===== src/rtl/hbds_regs.svh =====
// Timing constants and reset values for the H-bridge drive sequencer
`ifndef HBDS_REGS_SVH
`define HBDS_REGS_SVH

// Reference clock rate
`define HBDS_CLK_KHZ        100000
// Internal oscillator switching rate, half period rounded down
`define HBDS_OSC_KHZ        425
`define HBDS_OSC_HALF_CYC   (`HBDS_CLK_KHZ / (2 * `HBDS_OSC_KHZ))
// Crossover gap, least time, rounded up
`define HBDS_GAP_NS         30
`define HBDS_GAP_CYC        ((`HBDS_GAP_NS * `HBDS_CLK_KHZ + 999999) / 1000000)
// Watchdog timeout, least time, rounded up
`define HBDS_WDOG_US        20
`define HBDS_WDOG_CYC       ((`HBDS_WDOG_US * `HBDS_CLK_KHZ + 999) / 1000)
// Limit blanking time and retry wait time
`define HBDS_BLANK_US       1200
`define HBDS_BLANK_CYC      ((`HBDS_BLANK_US * `HBDS_CLK_KHZ) / 1000)
`define HBDS_RETRY_US       38400
// Scale the clock down first: the plain product overflows a 32-bit int
`define HBDS_RETRY_CYC      (`HBDS_RETRY_US * (`HBDS_CLK_KHZ / 1000))
// Reset values
`define HBDS_PHASE_RST      1'b0
`define HBDS_EXT_MODE_RST   1'b0

`endif


===== src/rtl/hbds_pkg.sv =====
// Types shared by the H-bridge drive sequencer
package hbds_pkg;

  // Protection state of the bridge
  typedef enum logic [1:0] {
    HBDS_OFF   = 2'b00,
    HBDS_RUN   = 2'b01,
    HBDS_RETRY = 2'b10,
    HBDS_HOT   = 2'b11
  } hbds_state_t;

endpackage


===== src/rtl/hbds_sequencer.sv =====
// H-bridge drive sequencer: clock source, gap timing and protection
//
// How it works
// - Grounded clock pin selects internal oscillator; a toggling pin selects the pin clock.
// - Internal mode toggles the phase at about 425 kHz, equal halves.
// - External mode divides the pin clock by two with one toggle flop.
// - External mode changes phase only on rising pin edges.
// - No pin edge for the watchdog time returns to internal oscillator.
// - Each phase change floats both outputs for the gap before driving.
// - Disabled device floats both drive outputs.
// - Low supply indication forces disable mode with outputs floating.
// - Current at limit past blanking time stops drivers, pulls fault low.
// - After retry wait the drivers restart on their own.
// - Fault flag releases at restart, so it toggles under steady overload.
// - Fault flag is pulled low while protection holds the device off.
// - Over-temperature stops drivers; fault stays low the whole episode.
// - Switching resumes when the cool indication shows below 150 C, or after disable mode once hot clears.
// - Enable pin is active low; high disables the device.
`timescale 1ns/1ps
`include "hbds_regs.svh"
module hbds_sequencer import hbds_pkg::*; #(
  parameter int BLANK_CYC = `HBDS_BLANK_CYC,
  parameter int RETRY_CYC = `HBDS_RETRY_CYC
) (
  // Clock and reset
  input  wire logic ref_clk,
  input  wire logic nrst,
  // Pins from the board
  input  wire logic clk_pin,
  input  wire logic enable_n,
  // Analog indications, already on ref_clk
  input  wire logic low_supply,
  input  wire logic over_limit,
  input  wire logic temp_hot,
  input  wire logic temp_cool,
  // Bridge outputs, enable low while driven
  output logic      drive_out_a,
  output logic      drive_out_a_oe_n,
  output logic      drive_out_b,
  output logic      drive_out_b_oe_n,
  // Open-drain fault flag, enable low pulls the line low
  output logic      fault_n_o,
  output logic      fault_n_oe_n,
  // Status
  output logic      ext_clk_active,
  output hbds_state_t prot_state
);

  localparam int HALF_CYC = `HBDS_OSC_HALF_CYC;
  localparam int GAP_CYC  = `HBDS_GAP_CYC;
  localparam int WDOG_CYC = `HBDS_WDOG_CYC;
  localparam int OSC_W    = $clog2(HALF_CYC + 1);
  localparam int GAP_W    = $clog2(GAP_CYC + 1);
  localparam int WDOG_W   = $clog2(WDOG_CYC + 1);
  localparam int LONG_W   = $clog2(((BLANK_CYC > RETRY_CYC) ?
                                    BLANK_CYC : RETRY_CYC) + 1);

  // Saturating compare of a long counter against a cycle count
  function automatic logic long_done(input logic [LONG_W-1:0] cnt,
                                     input int                lim);
    long_done = (cnt >= LONG_W'(lim - 1));
  endfunction

  logic              pin_rise;
  logic              pin_edge;
  logic              en_lvl_n;

  logic [OSC_W-1:0]  osc_cnt_ff;
  logic [WDOG_W-1:0] wdog_cnt_ff;
  logic              ext_mode_ff;
  logic              src_phase_ff;
  logic              drv_phase_ff;
  logic [GAP_W-1:0]  gap_cnt_ff;
  logic              oe_n_ff;
  logic              out_a_ff;
  logic              out_b_ff;
  logic              fault_ff;
  logic [LONG_W-1:0] long_cnt_ff;
  hbds_state_t       state_ff;
  hbds_state_t       nxt_state;
  logic              run;
  logic              osc_tick;

  // Clock pin passes two flops before any logic sees it
  hbds_sync u_clk_sync (
    .ref_clk  (ref_clk),
    .nrst     (nrst),
    .async_in (clk_pin),
    .level    (),
    .rise     (pin_rise),
    .any_edge (pin_edge)
  );

  // Enable pin synchronised the same way; it idles high, so the flops
  // start disabled and the bridge cannot run before the pin is seen
  hbds_sync #(
    .RST_LVL (1'b1)
  ) u_en_sync (
    .ref_clk  (ref_clk),
    .nrst     (nrst),
    .async_in (enable_n),
    .level    (en_lvl_n),
    .rise     (),
    .any_edge ()
  );

  // Internal oscillator runs free so a fallback starts without delay
  always_ff @(posedge ref_clk or negedge nrst) begin
    if (!nrst) begin
      osc_cnt_ff <= '0;
    end else if (osc_tick) begin
      osc_cnt_ff <= '0;
    end else begin
      osc_cnt_ff <= osc_cnt_ff + OSC_W'(1);
    end
  end

  assign osc_tick = (osc_cnt_ff == OSC_W'(HALF_CYC - 1));

  // Watchdog measures time between any two pin edges
  always_ff @(posedge ref_clk or negedge nrst) begin
    if (!nrst) begin
      wdog_cnt_ff <= '0;
    end else if (pin_edge) begin
      wdog_cnt_ff <= '0;
    end else if (wdog_cnt_ff != WDOG_W'(WDOG_CYC)) begin
      wdog_cnt_ff <= wdog_cnt_ff + WDOG_W'(1);
    end
  end

  // Source select: a rising pin edge claims the bridge, a timeout drops it
  always_ff @(posedge ref_clk or negedge nrst) begin
    if (!nrst) begin
      ext_mode_ff <= `HBDS_EXT_MODE_RST;
    end else if (pin_rise) begin
      ext_mode_ff <= 1'b1;
    end else if (wdog_cnt_ff == WDOG_W'(WDOG_CYC)) begin
      ext_mode_ff <= 1'b0;
    end
  end

  // Phase flop: one toggle per source event gives an exact 50% split
  always_ff @(posedge ref_clk or negedge nrst) begin
    if (!nrst) begin
      src_phase_ff <= `HBDS_PHASE_RST;
    end else if (ext_mode_ff) begin
      if (pin_rise) begin
        src_phase_ff <= ~src_phase_ff;
      end
    end else if (osc_tick) begin
      src_phase_ff <= ~src_phase_ff;
    end
  end

  // Protection state; disable mode outranks every other condition
  always_comb begin
    nxt_state = state_ff;
    if (en_lvl_n || low_supply) begin
      nxt_state = HBDS_OFF;
    end else begin
      case (state_ff)
        HBDS_OFF: begin
          nxt_state = temp_hot ? HBDS_HOT : HBDS_RUN;
        end
        HBDS_RUN: begin
          if (temp_hot) begin
            nxt_state = HBDS_HOT;
          end else if (over_limit && long_done(long_cnt_ff, BLANK_CYC)) begin
            nxt_state = HBDS_RETRY;
          end
        end
        HBDS_RETRY: begin
          if (temp_hot) begin
            nxt_state = HBDS_HOT;
          end else if (long_done(long_cnt_ff, RETRY_CYC)) begin
            nxt_state = HBDS_RUN;
          end
        end
        HBDS_HOT: begin
          if (temp_cool && !temp_hot) begin
            nxt_state = HBDS_RUN;
          end
        end
        default: begin
          nxt_state = HBDS_OFF;
        end
      endcase
    end
  end

  always_ff @(posedge ref_clk or negedge nrst) begin
    if (!nrst) begin
      state_ff <= HBDS_OFF;
    end else begin
      state_ff <= nxt_state;
    end
  end

  // Shared counter: blanking time in run, retry wait in retry
  always_ff @(posedge ref_clk or negedge nrst) begin
    if (!nrst) begin
      long_cnt_ff <= '0;
    end else if (nxt_state != state_ff) begin
      long_cnt_ff <= '0;
    end else if (state_ff == HBDS_RUN && !over_limit) begin
      long_cnt_ff <= '0;
    end else if (state_ff == HBDS_RUN || state_ff == HBDS_RETRY) begin
      long_cnt_ff <= long_cnt_ff + LONG_W'(1);
    end
  end

  assign run = (state_ff == HBDS_RUN);

  // Fault flag low only while protection holds the bridge off
  always_ff @(posedge ref_clk or negedge nrst) begin
    if (!nrst) begin
      fault_ff <= 1'b0;
    end else begin
      fault_ff <= (nxt_state == HBDS_RETRY) ||
                  (nxt_state == HBDS_HOT);
    end
  end

  // Output stage: float both legs for the gap at every phase change
  always_ff @(posedge ref_clk or negedge nrst) begin
    if (!nrst) begin
      drv_phase_ff <= `HBDS_PHASE_RST;
      gap_cnt_ff   <= '0;
      oe_n_ff      <= 1'b1;
      out_a_ff     <= 1'b0;
      out_b_ff     <= 1'b0;
    end else if (!run) begin
      drv_phase_ff <= src_phase_ff;
      gap_cnt_ff   <= '0;
      oe_n_ff      <= 1'b1;
    end else if (src_phase_ff != drv_phase_ff) begin
      oe_n_ff <= 1'b1;
      if (gap_cnt_ff == GAP_W'(GAP_CYC - 1)) begin
        drv_phase_ff <= src_phase_ff;
        gap_cnt_ff   <= '0;
      end else begin
        gap_cnt_ff <= gap_cnt_ff + GAP_W'(1);
      end
    end else begin
      oe_n_ff  <= 1'b0;
      out_a_ff <= drv_phase_ff;
      out_b_ff <= ~drv_phase_ff;
    end
  end

  // Pin outputs; the fault line is only ever pulled low
  assign drive_out_a      = out_a_ff;
  assign drive_out_b      = out_b_ff;
  assign drive_out_a_oe_n = oe_n_ff;
  assign drive_out_b_oe_n = oe_n_ff;
  assign fault_n_o        = 1'b0;
  assign fault_n_oe_n     = ~fault_ff;
  assign ext_clk_active   = ext_mode_ff;
  assign prot_state       = state_ff;

endmodule


===== src/rtl/hbds_sync.sv =====
// Two-flop synchroniser with a third flop for edge detection
`timescale 1ns/1ps
module hbds_sync #(
  // Level the flops hold in reset; set to the pin's idle level
  parameter logic RST_LVL = 1'b0
) (
  // Clock and reset
  input  wire logic ref_clk,
  input  wire logic nrst,
  // Asynchronous level in
  input  wire logic async_in,
  // Synchronised level and edges
  output logic      level,
  output logic      rise,
  output logic      any_edge
);

  logic meta_ff;
  logic sync_ff;
  logic hist_ff;

  // Only sync_ff reads meta_ff; edges come from the settled flops
  // Starting at the idle level avoids a false level or edge after reset
  always_ff @(posedge ref_clk or negedge nrst) begin
    if (!nrst) begin
      meta_ff <= RST_LVL;
      sync_ff <= RST_LVL;
      hist_ff <= RST_LVL;
    end else begin
      meta_ff <= async_in;
      sync_ff <= meta_ff;
      hist_ff <= sync_ff;
    end
  end

  // Edge outputs are one-cycle pulses
  assign level    = sync_ff;
  assign rise     = sync_ff & ~hist_ff;
  assign any_edge = sync_ff ^ hist_ff;

endmodule


===== config.mk =====
export PLATFORM = sky130hd
export DESIGN_NAME = hbds_sequencer
export DESIGN_NICKNAME = d
export VERILOG_FILES = /design/src/rtl/hbds_pkg.sv /design/src/rtl/hbds_sequencer.sv /design/src/rtl/hbds_sync.sv
export VERILOG_INCLUDE_DIRS = /design/src /design/src/rtl
export SDC_FILE = /design/constraint.sdc
export NUM_CORES = 1
export LEC_CHECK = 0
export BUFFER_PORTS_ARGS = -buffer_cell sky130_fd_sc_hd__buf_2
export CAP_MARGIN = 20
export CORE_UTILIZATION = 30
export DETAILED_ROUTE_END_ITERATION = 10
export GPL_TIMING_DRIVEN = 0
export HOLD_SLACK_MARGIN = 0.12
export PLACE_DENSITY = 0.42
export SKIP_LAST_GASP = 1
export SYNTH_ARGS = -nofsm -noshare
export SYNTH_HDL_FRONTEND = slang
export SYNTH_SLANG_ARGS = --single-unit
export TNS_END_PERCENT = 5

===== constraint.sdc =====
create_clock -name ref_clk -period 3.08 [get_ports ref_clk]
set_input_delay 0.77 -clock ref_clk [delete_from_list [all_inputs] [get_ports ref_clk]]
set_output_delay 0.77 -clock ref_clk [all_outputs]
set_load 0.01 [all_outputs]

==> results of run 1 <==
per-stage QoR:
| step | setup WS (ns) | cells | hold slack (ns) |
|---|---|---|---|
| 2_1_floorplan | 0.618 | 323 | 0.331 |
| 3_3_place_gp | 0.214 | 474 | 0.332 |
| 3_5_place_dp | 0.258 | 475 | 0.337 |
| 4_1_cts | 0.243 | 483 | 0.364 |
| 5_1_grt | 0.0860 | 483 | 0.364 |
| 6_report | 0.312 | 483 | 0.359 |
power groups by stage:
stage          sequential, mW  clock [mW]  combinational [mW]
4_1_cts                 0.841       0.463               0.314
2_1_floorplan           0.851           0               0.215
3_5_place_dp            0.855           0               0.314
3_3_place_gp            0.854           0               0.310
5_1_grt                 0.851       0.479               0.350
6_report                0.840       0.434               0.306
routing by layer:
metal  vias to the layer above  track usage [%]
li1                       1178                -
met1                      1116             18.7
met2                        20             20.2
met3                         7             2.12
met4                         0             3.92
met5                         -                0
worst register-to-register path: cells and delay by family (launching register included):
family,cells,cell delay (ns)
XOR/XNOR,1,0.19
adder cells (fa/ha/maj),1,0.31
buffers and inverters,2,0.36
flip-flops,1,0.54
AND/OR/NAND/NOR,4,1.29
synthesized netlist by cell type, drive strengths merged, types with 3 or more instances:
master | number | share of area [%]
nand3 | 17 | 2.7
mux2i | 4 | 1.3
nor3 | 28 | 4.7
o21ai | 11 | 1.7
a211oi | 7 | 1.8
o21a | 3 | 0.71
nor4 | 4 | 1.3
or2 | 3 | 0.59
a21oi | 12 | 1.9
nand4 | 10 | 2.0
xor2 | 21 | 5.8
ha | 11 | 4.3
nand2 | 21 | 2.5
clkbuf | 7 | 0.95
dfrtp | 53 | 42
and2 | 12 | 2.4
xnor2 | 14 | 3.9
and3 | 10 | 2.0
dfstp | 3 | 2.5
nor2b | 3 | 0.59
nor2 | 16 | 1.9
buf | 7 | 2.1
or4b | 3 | 1.1
inv | 16 | 1.9
worst min-delay path by stage:
stage,cells after the start,end,from,slack [ns]
finish,0,u_clk_sync.level,u_clk_sync.meta_ff,0.36
floorplan,0,u_clk_sync.level,u_clk_sync.meta_ff,0.33
CTS,0,u_en_sync.level,u_en_sync.meta_ff,0.36
detailed placement,0,u_clk_sync.level,u_clk_sync.meta_ff,0.34
global placement,0,u_clk_sync.level,u_clk_sync.meta_ff,0.33
global route,0,u_en_sync.level,u_en_sync.meta_ff,0.36
registers in the layout, indices dropped and copies added (netlist names), 2 cells and up:
name / flops
long_cnt_ff: 22
wdog_cnt_ff: 11
prot_state: 2
osc_cnt_ff: 7
gap_cnt_ff: 2
cell families after synthesis:
group | share of synthesized area [%]
AND/OR/NAND/NOR | 24.8
flip-flops | 44.4
AO/OA/AOI/OAI | 10.2
XOR/XNOR | 9.68
buffers and inverters | 4.98
adder cells (fa/ha/maj) | 4.34
multiplexers | 1.62
other | 0.118
cell type report:
cell class                      count  area [um^2]
Multi-Input combinational cell    237         1610
Timing Repair Buffer               16         95.1
Clock buffer                        5         68.8
Buffer                             14         98.8
Tap cell                          136          170
Fill cell                        1074         6750
Inverter                           16         60.1
Clock inverter                      3         27.5
Sequential cell                    56         1410
timing repair:
action	CTS	global route
hold buffers	0	0
setup endpoints to repair	0	10
resized for setup	0	2
==> metrics.md, run 1 <==
| Metric | Value |
|---|---|
| Max layer used | `met4` |
| Post-synth EDFFs | `0` |
| Gate power share | `19.4%` |
| Rows | `37` |
| Final Util | `34.4%` |
| Vias per cell | `4.81` |
| Post-Syn Instances | `323` |
| R2R Setup Slk | `0.31 ns` |
| Fmax | `0.361 GHz` |
| Path length in cells of the critical path | `8` |
| Layout cells sized above 1 | `14.7%` |
| Fin nets | `365` |
| I/O Buffers | `15` |
| Met2 wire length | `2.85 mm` |
| Worst Setup End Kind | `flop` |
| Status | `completed` |
| N_diodes | `0` |
| ANT nets after route | `0` |
| Number of CTS-inserted buffers | `5` |
| Most common cell after layout, fill and taps aside | `dfrtp_1` |
| Sw Share | `31.1%` |
| DRC violation count after routing | `0` |
| Pwr Total | `1.58 mW` |
| R2r endpoint | `long_cnt_ff[17]` |
| Skew final | `0.0145 ns` |
| Clock network power share | `27.5%` |
| Worst-Skew Late Latency | `0.32 ns` |
| Root Driver | `clkbuf_8` |
| Most frequent cells in the layout | `53 x dfrtp_1, 26 x nor3_1, 21 x nand2_1, 21 x xor2_1, 17 x nand3_1` |
| Crit path max fanout | `10` |
| Crit path max-delay family | `simple AND/OR/NAND/NOR gates` |
| Metal1 wirelength | `3.40 mm` |
| Die area | `11000 um^2` |
| Sequential share of power | `53.1%` |
| Distinct cells, synth | `54` |
| Syn. warnings | `0` |
| Primary FF master, synth | `dfrtp_1` |
| Design Area, Final | `3530 um^2` |
| P_leak | `1.50 nW` |
| Avg Inst Size Synth | `9.81 um^2` |
| Crit path required time | `3.31 ns` |
| Crit path DAT | `3.00 ns` |
| Post-CTS Setup Bufs | `0` |
| Sequential area share after synthesis | `44.4%` |
| Worst-path clk slew | `0.11 ns` |
| Tcrit/Tclk final | `89.9%` |
| Switching Power | `0.491 mW` |
| Drt pass-1 iters | `4` |
| Slew HR | `41.4%` |
| Synth Cell Area | `3170 um^2` |
| Initial DRC Count | `78` |
| Fin. Hold Viols | `0` |
| Crit-path cells | `inv_1 > ha_1 > clkbuf_4 > and3_1 > nor3b_1 > nand3_1 > xor2_1 > nor3_1` |
| Core region area | `10300 um^2` |
| CTS Sinks | `56` |
| Worst setup path startpoint | `prot_state[1]` |
| Cells on worst reg2reg path | `8` |
| Drt wl/cell | `13.4 um` |
| Minimum clock period | `2.77 ns` |
| Total Routed Length | `6.47 mm` |
| Final TNS setup | `0 ns` |
| Largest net degree at the start of global routing | `30` |
| Internal | `1.09 mW` |
| CP max stage delay | `0.67 ns` |
| Worst setup SP type | `flop` |
| Post-DP HPWL | `4.59 mm` |
| TritonCTS clock tree | `built` |
| WP buf/inv | `2` |
| CTS max path bufs | `2` |
| Grt ovf | `0` |
| Area Overhead vs Synth | `11.5%` |
| Final Wtd Congestion | `0.737` |
| Die Wd | `105 um` |
| Final setup viols | `0` |
| Highest-delay cell along the critical path | `nor3b_1` |
| Global-route wire length before repair | `11.6 mm` |
| Total of max-cap violations | `0` |
| Overall global routing resource usage | `13.0%` |
| RSZ-0062 raised after global routing | `false` |
| Worst Hold Class | `reg -> reg` |
| Htree depth | `2` |
| Vias | `2321` |
| Initial antenna violation count | `0` |
| Dpl cell area | `3430 um^2` |
| Syn nets | `342` |
| Reg-to-Reg Start | `prot_state[1]` |
| Fin. max-slew vios | `0` |
| Routed wl met3 | `139 um` |
| Die Y | `105 um` |
| Ys async rst share | `100%` |
| PD cells | `448 nW/um^2` |
| Initial Utilization | `30.8%` |
| Worst VDD drop | `0.000162 V` |
| Measured slew at the worst slew-check pin | `0.871 ns` |
| I/O Pins | `17` |
| Seq cells post-synth | `56` |
| Kind of critical path | `reg -> reg` |
| CP Capture Point | `long_cnt_ff[17]` |
| Vias in the first global route | `2308` |
(Power assumes the default switching activity.)
==> run 2, diff against run 1 <==
- CAP_MARGIN: 20 -> unset
- clock period: 3.08 -> 3.3 ns (I/O delays scaled with it)
==> run 2 against run 1 <==
  * Utilization decreased by 0.24 points
  * Register-to-register slack better by 0.17 ns
  * Global-route usage about the same
  * Sequential power down 6.8%
  * Via count decreased by 0.17%
  * Count of clock-buffer cells in the layout stayed put
  * Sequential share of layout area increased by 0.28 points
  * Die area stayed put
  * Clock skew grew 0.0010 ns
  * Design area decreased by 0.71%
  * Critical path depth stayed put
  * Hold slack worse by 0.00088 ns
  * Critical path type unchanged
  * Critical endpoint is now long_cnt_ff[11]
==> metrics.md, run 2 (synthesized netlist as in run 1, its figures left out) <==
| Metric | Value |
|---|---|
| Kind of critical path | `reg -> reg` |
| CP max stage delay | `0.65 ns (-0.02 ns)` |
| Worst-path clk slew | `0.11 ns (about the same)` |
| Largest registers | `long_cnt_ff x22, wdog_cnt_ff x11, osc_cnt_ff x7` |
| Tcrit/Tclk final | `85.5% (-4.3 points)` |
| Post-CTS Hold Fix Bufs | `0 (unchanged)` |
| Drt wl/cell | `13.4 um (+0.36%)` |
| Post-DP HPWL | `4.52 mm (-1.5%)` |
| Gate power share | `19.5% (about the same)` |
| Most common cell after layout, fill and taps aside | `dfrtp_1` |
| Htree depth | `2 (unchanged)` |
| Sw Share | `30.9% (-0.14 points)` |
| Fin. max-slew vios | `0 (unchanged)` |
| I/O Pins | `17 (unchanged)` |
| P_leak | `1.48 nW (-0.90%)` |
| Worst Setup End Kind | `flop` |
| Crit-path cells | `inv_1 > ha_1 > or4b_2 > nor4_1 > a22oi_1 > nand4_1 > clkbuf_1 > nor3_1` |
| Worst Hold Class | `reg -> reg` |
| Rows | `37 (unchanged)` |
| Die area | `11000 um^2 (unchanged)` |
| N_diodes | `0 (unchanged)` |
| PD cells | `417 nW/um^2 (-6.9%)` |
| Die Y | `105 um (unchanged)` |
| DRC violation count after routing | `0 (unchanged)` |
| Register Area | `1410 um^2 (unchanged)` |
| Global-route wire length before repair | `11.6 mm (-0.42%)` |
| Die Wd | `105 um (unchanged)` |
| Vias in the first global route | `2299 (-0.39%)` |
| Final setup viols | `0 (unchanged)` |
| Measured slew at the worst slew-check pin | `0.892 ns (+0.0214 ns)` |
| Skew final | `0.0156 ns (+0.00104 ns)` |
| Multi-input logic area | `1610 um^2 (unchanged)` |
| CTS Sinks | `56 (unchanged)` |
| Largest net degree at the start of global routing | `57 (+90%)` |
| WP buf/inv | `2 (unchanged)` |
| Initial DRC Count | `90 (+15%)` |
| Overall global routing resource usage | `13.0% (-0.037 points)` |
| Worst-Skew Late Latency | `0.32 ns (about the same)` |
| Worst VDD drop | `0.000160 V (-1.5%)` |
| Layout cells sized above 1 | `14.2% (-0.54 points)` |
| Number of CTS-inserted buffers | `5 (unchanged)` |
| Most frequent cells in the layout | `53 x dfrtp_1, 26 x nor3_1, 21 x nand2_1, 21 x xor2_1, 17 x nand3_1` |
| Core region area | `10300 um^2 (unchanged)` |
| Drt pass-1 iters | `4 (unchanged)` |
| Grt ovf | `0 (unchanged)` |
| Fmax | `0.354 GHz (-1.9%)` |
| Crit path DAT | `3.02 ns (+0.02 ns)` |
| CTS max path bufs | `2 (unchanged)` |
| TritonCTS clock tree | `built` |
| Max reg flops | `22 (unchanged)` |
| Status | `completed` |
| Switching Power | `0.452 mW (-8.0%)` |
| Fill cells | `1086 (+1.1%)` |
| Minimum clock period | `2.82 ns (+0.0549 ns)` |
| Crit path max-delay family | `simple AND/OR/NAND/NOR gates` |
| Area Overhead vs Synth | `10.7%` |
| Crit path required time | `3.49 ns (+0.18 ns)` |
| Highest-delay cell along the critical path | `or4b_2` |
| Internal | `1.01 mW (-7.4%)` |
| Slew HR | `40.0% (-1.4 points)` |
| Fin. Hold Viols | `0 (unchanged)` |
| Post-CTS Setup Bufs | `0 (unchanged)` |
| Total Routed Length | `6.48 mm (+0.15%)` |
| Crit path max fanout | `12 (+2)` |
| Largest Register | `long_cnt_ff` |
| Clock network power share | `26.9% (-0.6 points)` |
| Initial Utilization | `30.8% (unchanged)` |
| RSZ-0062 raised after global routing | `false` |
| Final Wtd Congestion | `0.737 (unchanged)` |
| Total of max-cap violations | `0 (unchanged)` |
| I/O Buffers | `15 (unchanged)` |
| Initial antenna violation count | `0 (unchanged)` |
| Fin nets | `364 (-0.27%)` |
| Final TNS setup | `0 ns (unchanged)` |
| Vias per cell | `4.81 (about the same)` |
| Pwr Total | `1.46 mW (-7.6%)` |
| Post-cts sizing count | `0 (unchanged)` |
| ANT nets after route | `0 (unchanged)` |
| Worst setup SP type | `flop` |
| Vias | `2317 (-0.17%)` |
| Sequential share of power | `53.6% (+0.5 points)` |
| Root Driver | `clkbuf_8` |
==> run 2: layer usage <==
layer | GRT usage, % | wire, um | up-vias
met2 | 20.4 | 2900 | 17
met3 | 2.12 | 130 | 4
li1 | - | - | 1173
met5 | 0 | 0 | -
met1 | 18.3 | 3380 | 1123
met4 | 3.92 | 70 | 0
==> run 2: per-stage QoR <==
stage / area [um^2] / std cells / utilization, % / worst slack (ns) / hold slack, ns
after floorplan: 3170 / 323 / - / 0.838 / 0.331
after global placement: 3410 / 474 / 33.2 / 0.387 / 0.332
after detailed placement: 3410 / 474 / 33.2 / 0.389 / 0.337
after CTS: 3500 / 482 / 34.1 / 0.447 / 0.362
after global routing: 3510 / 482 / 34.1 / 0.195 / 0.362
final: 3510 / 482 / 34.1 / 0.477 / 0.359
==> run 2: area by class of cell <==
class                   count  share of cell area (%)
flip-flops and latches     56                    40.1
clock buffers               5                    1.96
inverters                  16                    1.71
clock inverters             3                   0.607
multi-input cells         237                    45.8
well taps                 136                    4.85
plain buffers              14                    2.78
repair buffers             15                    2.21
==> run 2: power by group through the flow <==
stage / logic [mW] / registers (mW) / clock network (mW)
CTS: 0.292 / 0.785 / 0.418
floorplan: 0.201 / 0.794 / 0
detailed placement: 0.290 / 0.798 / 0
global route: 0.325 / 0.794 / 0.437
global placement: 0.289 / 0.797 / 0
finish: 0.285 / 0.783 / 0.393
==> run 2: final timing paths <==
kind	end	slack, ns	depth (start not counted)	from
setup reg to reg	long_cnt_ff[11]	0.48	8	prot_state[0]
min in group asynchronous	long_cnt_ff[6]	0.55	1	nrst
setup / recovery	long_cnt_ff[11]	0.48	8	prot_state[0]
hold reg to reg	u_clk_sync.level	0.36	0	u_clk_sync.meta_ff
hold / removal	u_clk_sync.level	0.36	0	u_clk_sync.meta_ff
max in group asynchronous	long_cnt_ff[21]	2.26	1	nrst
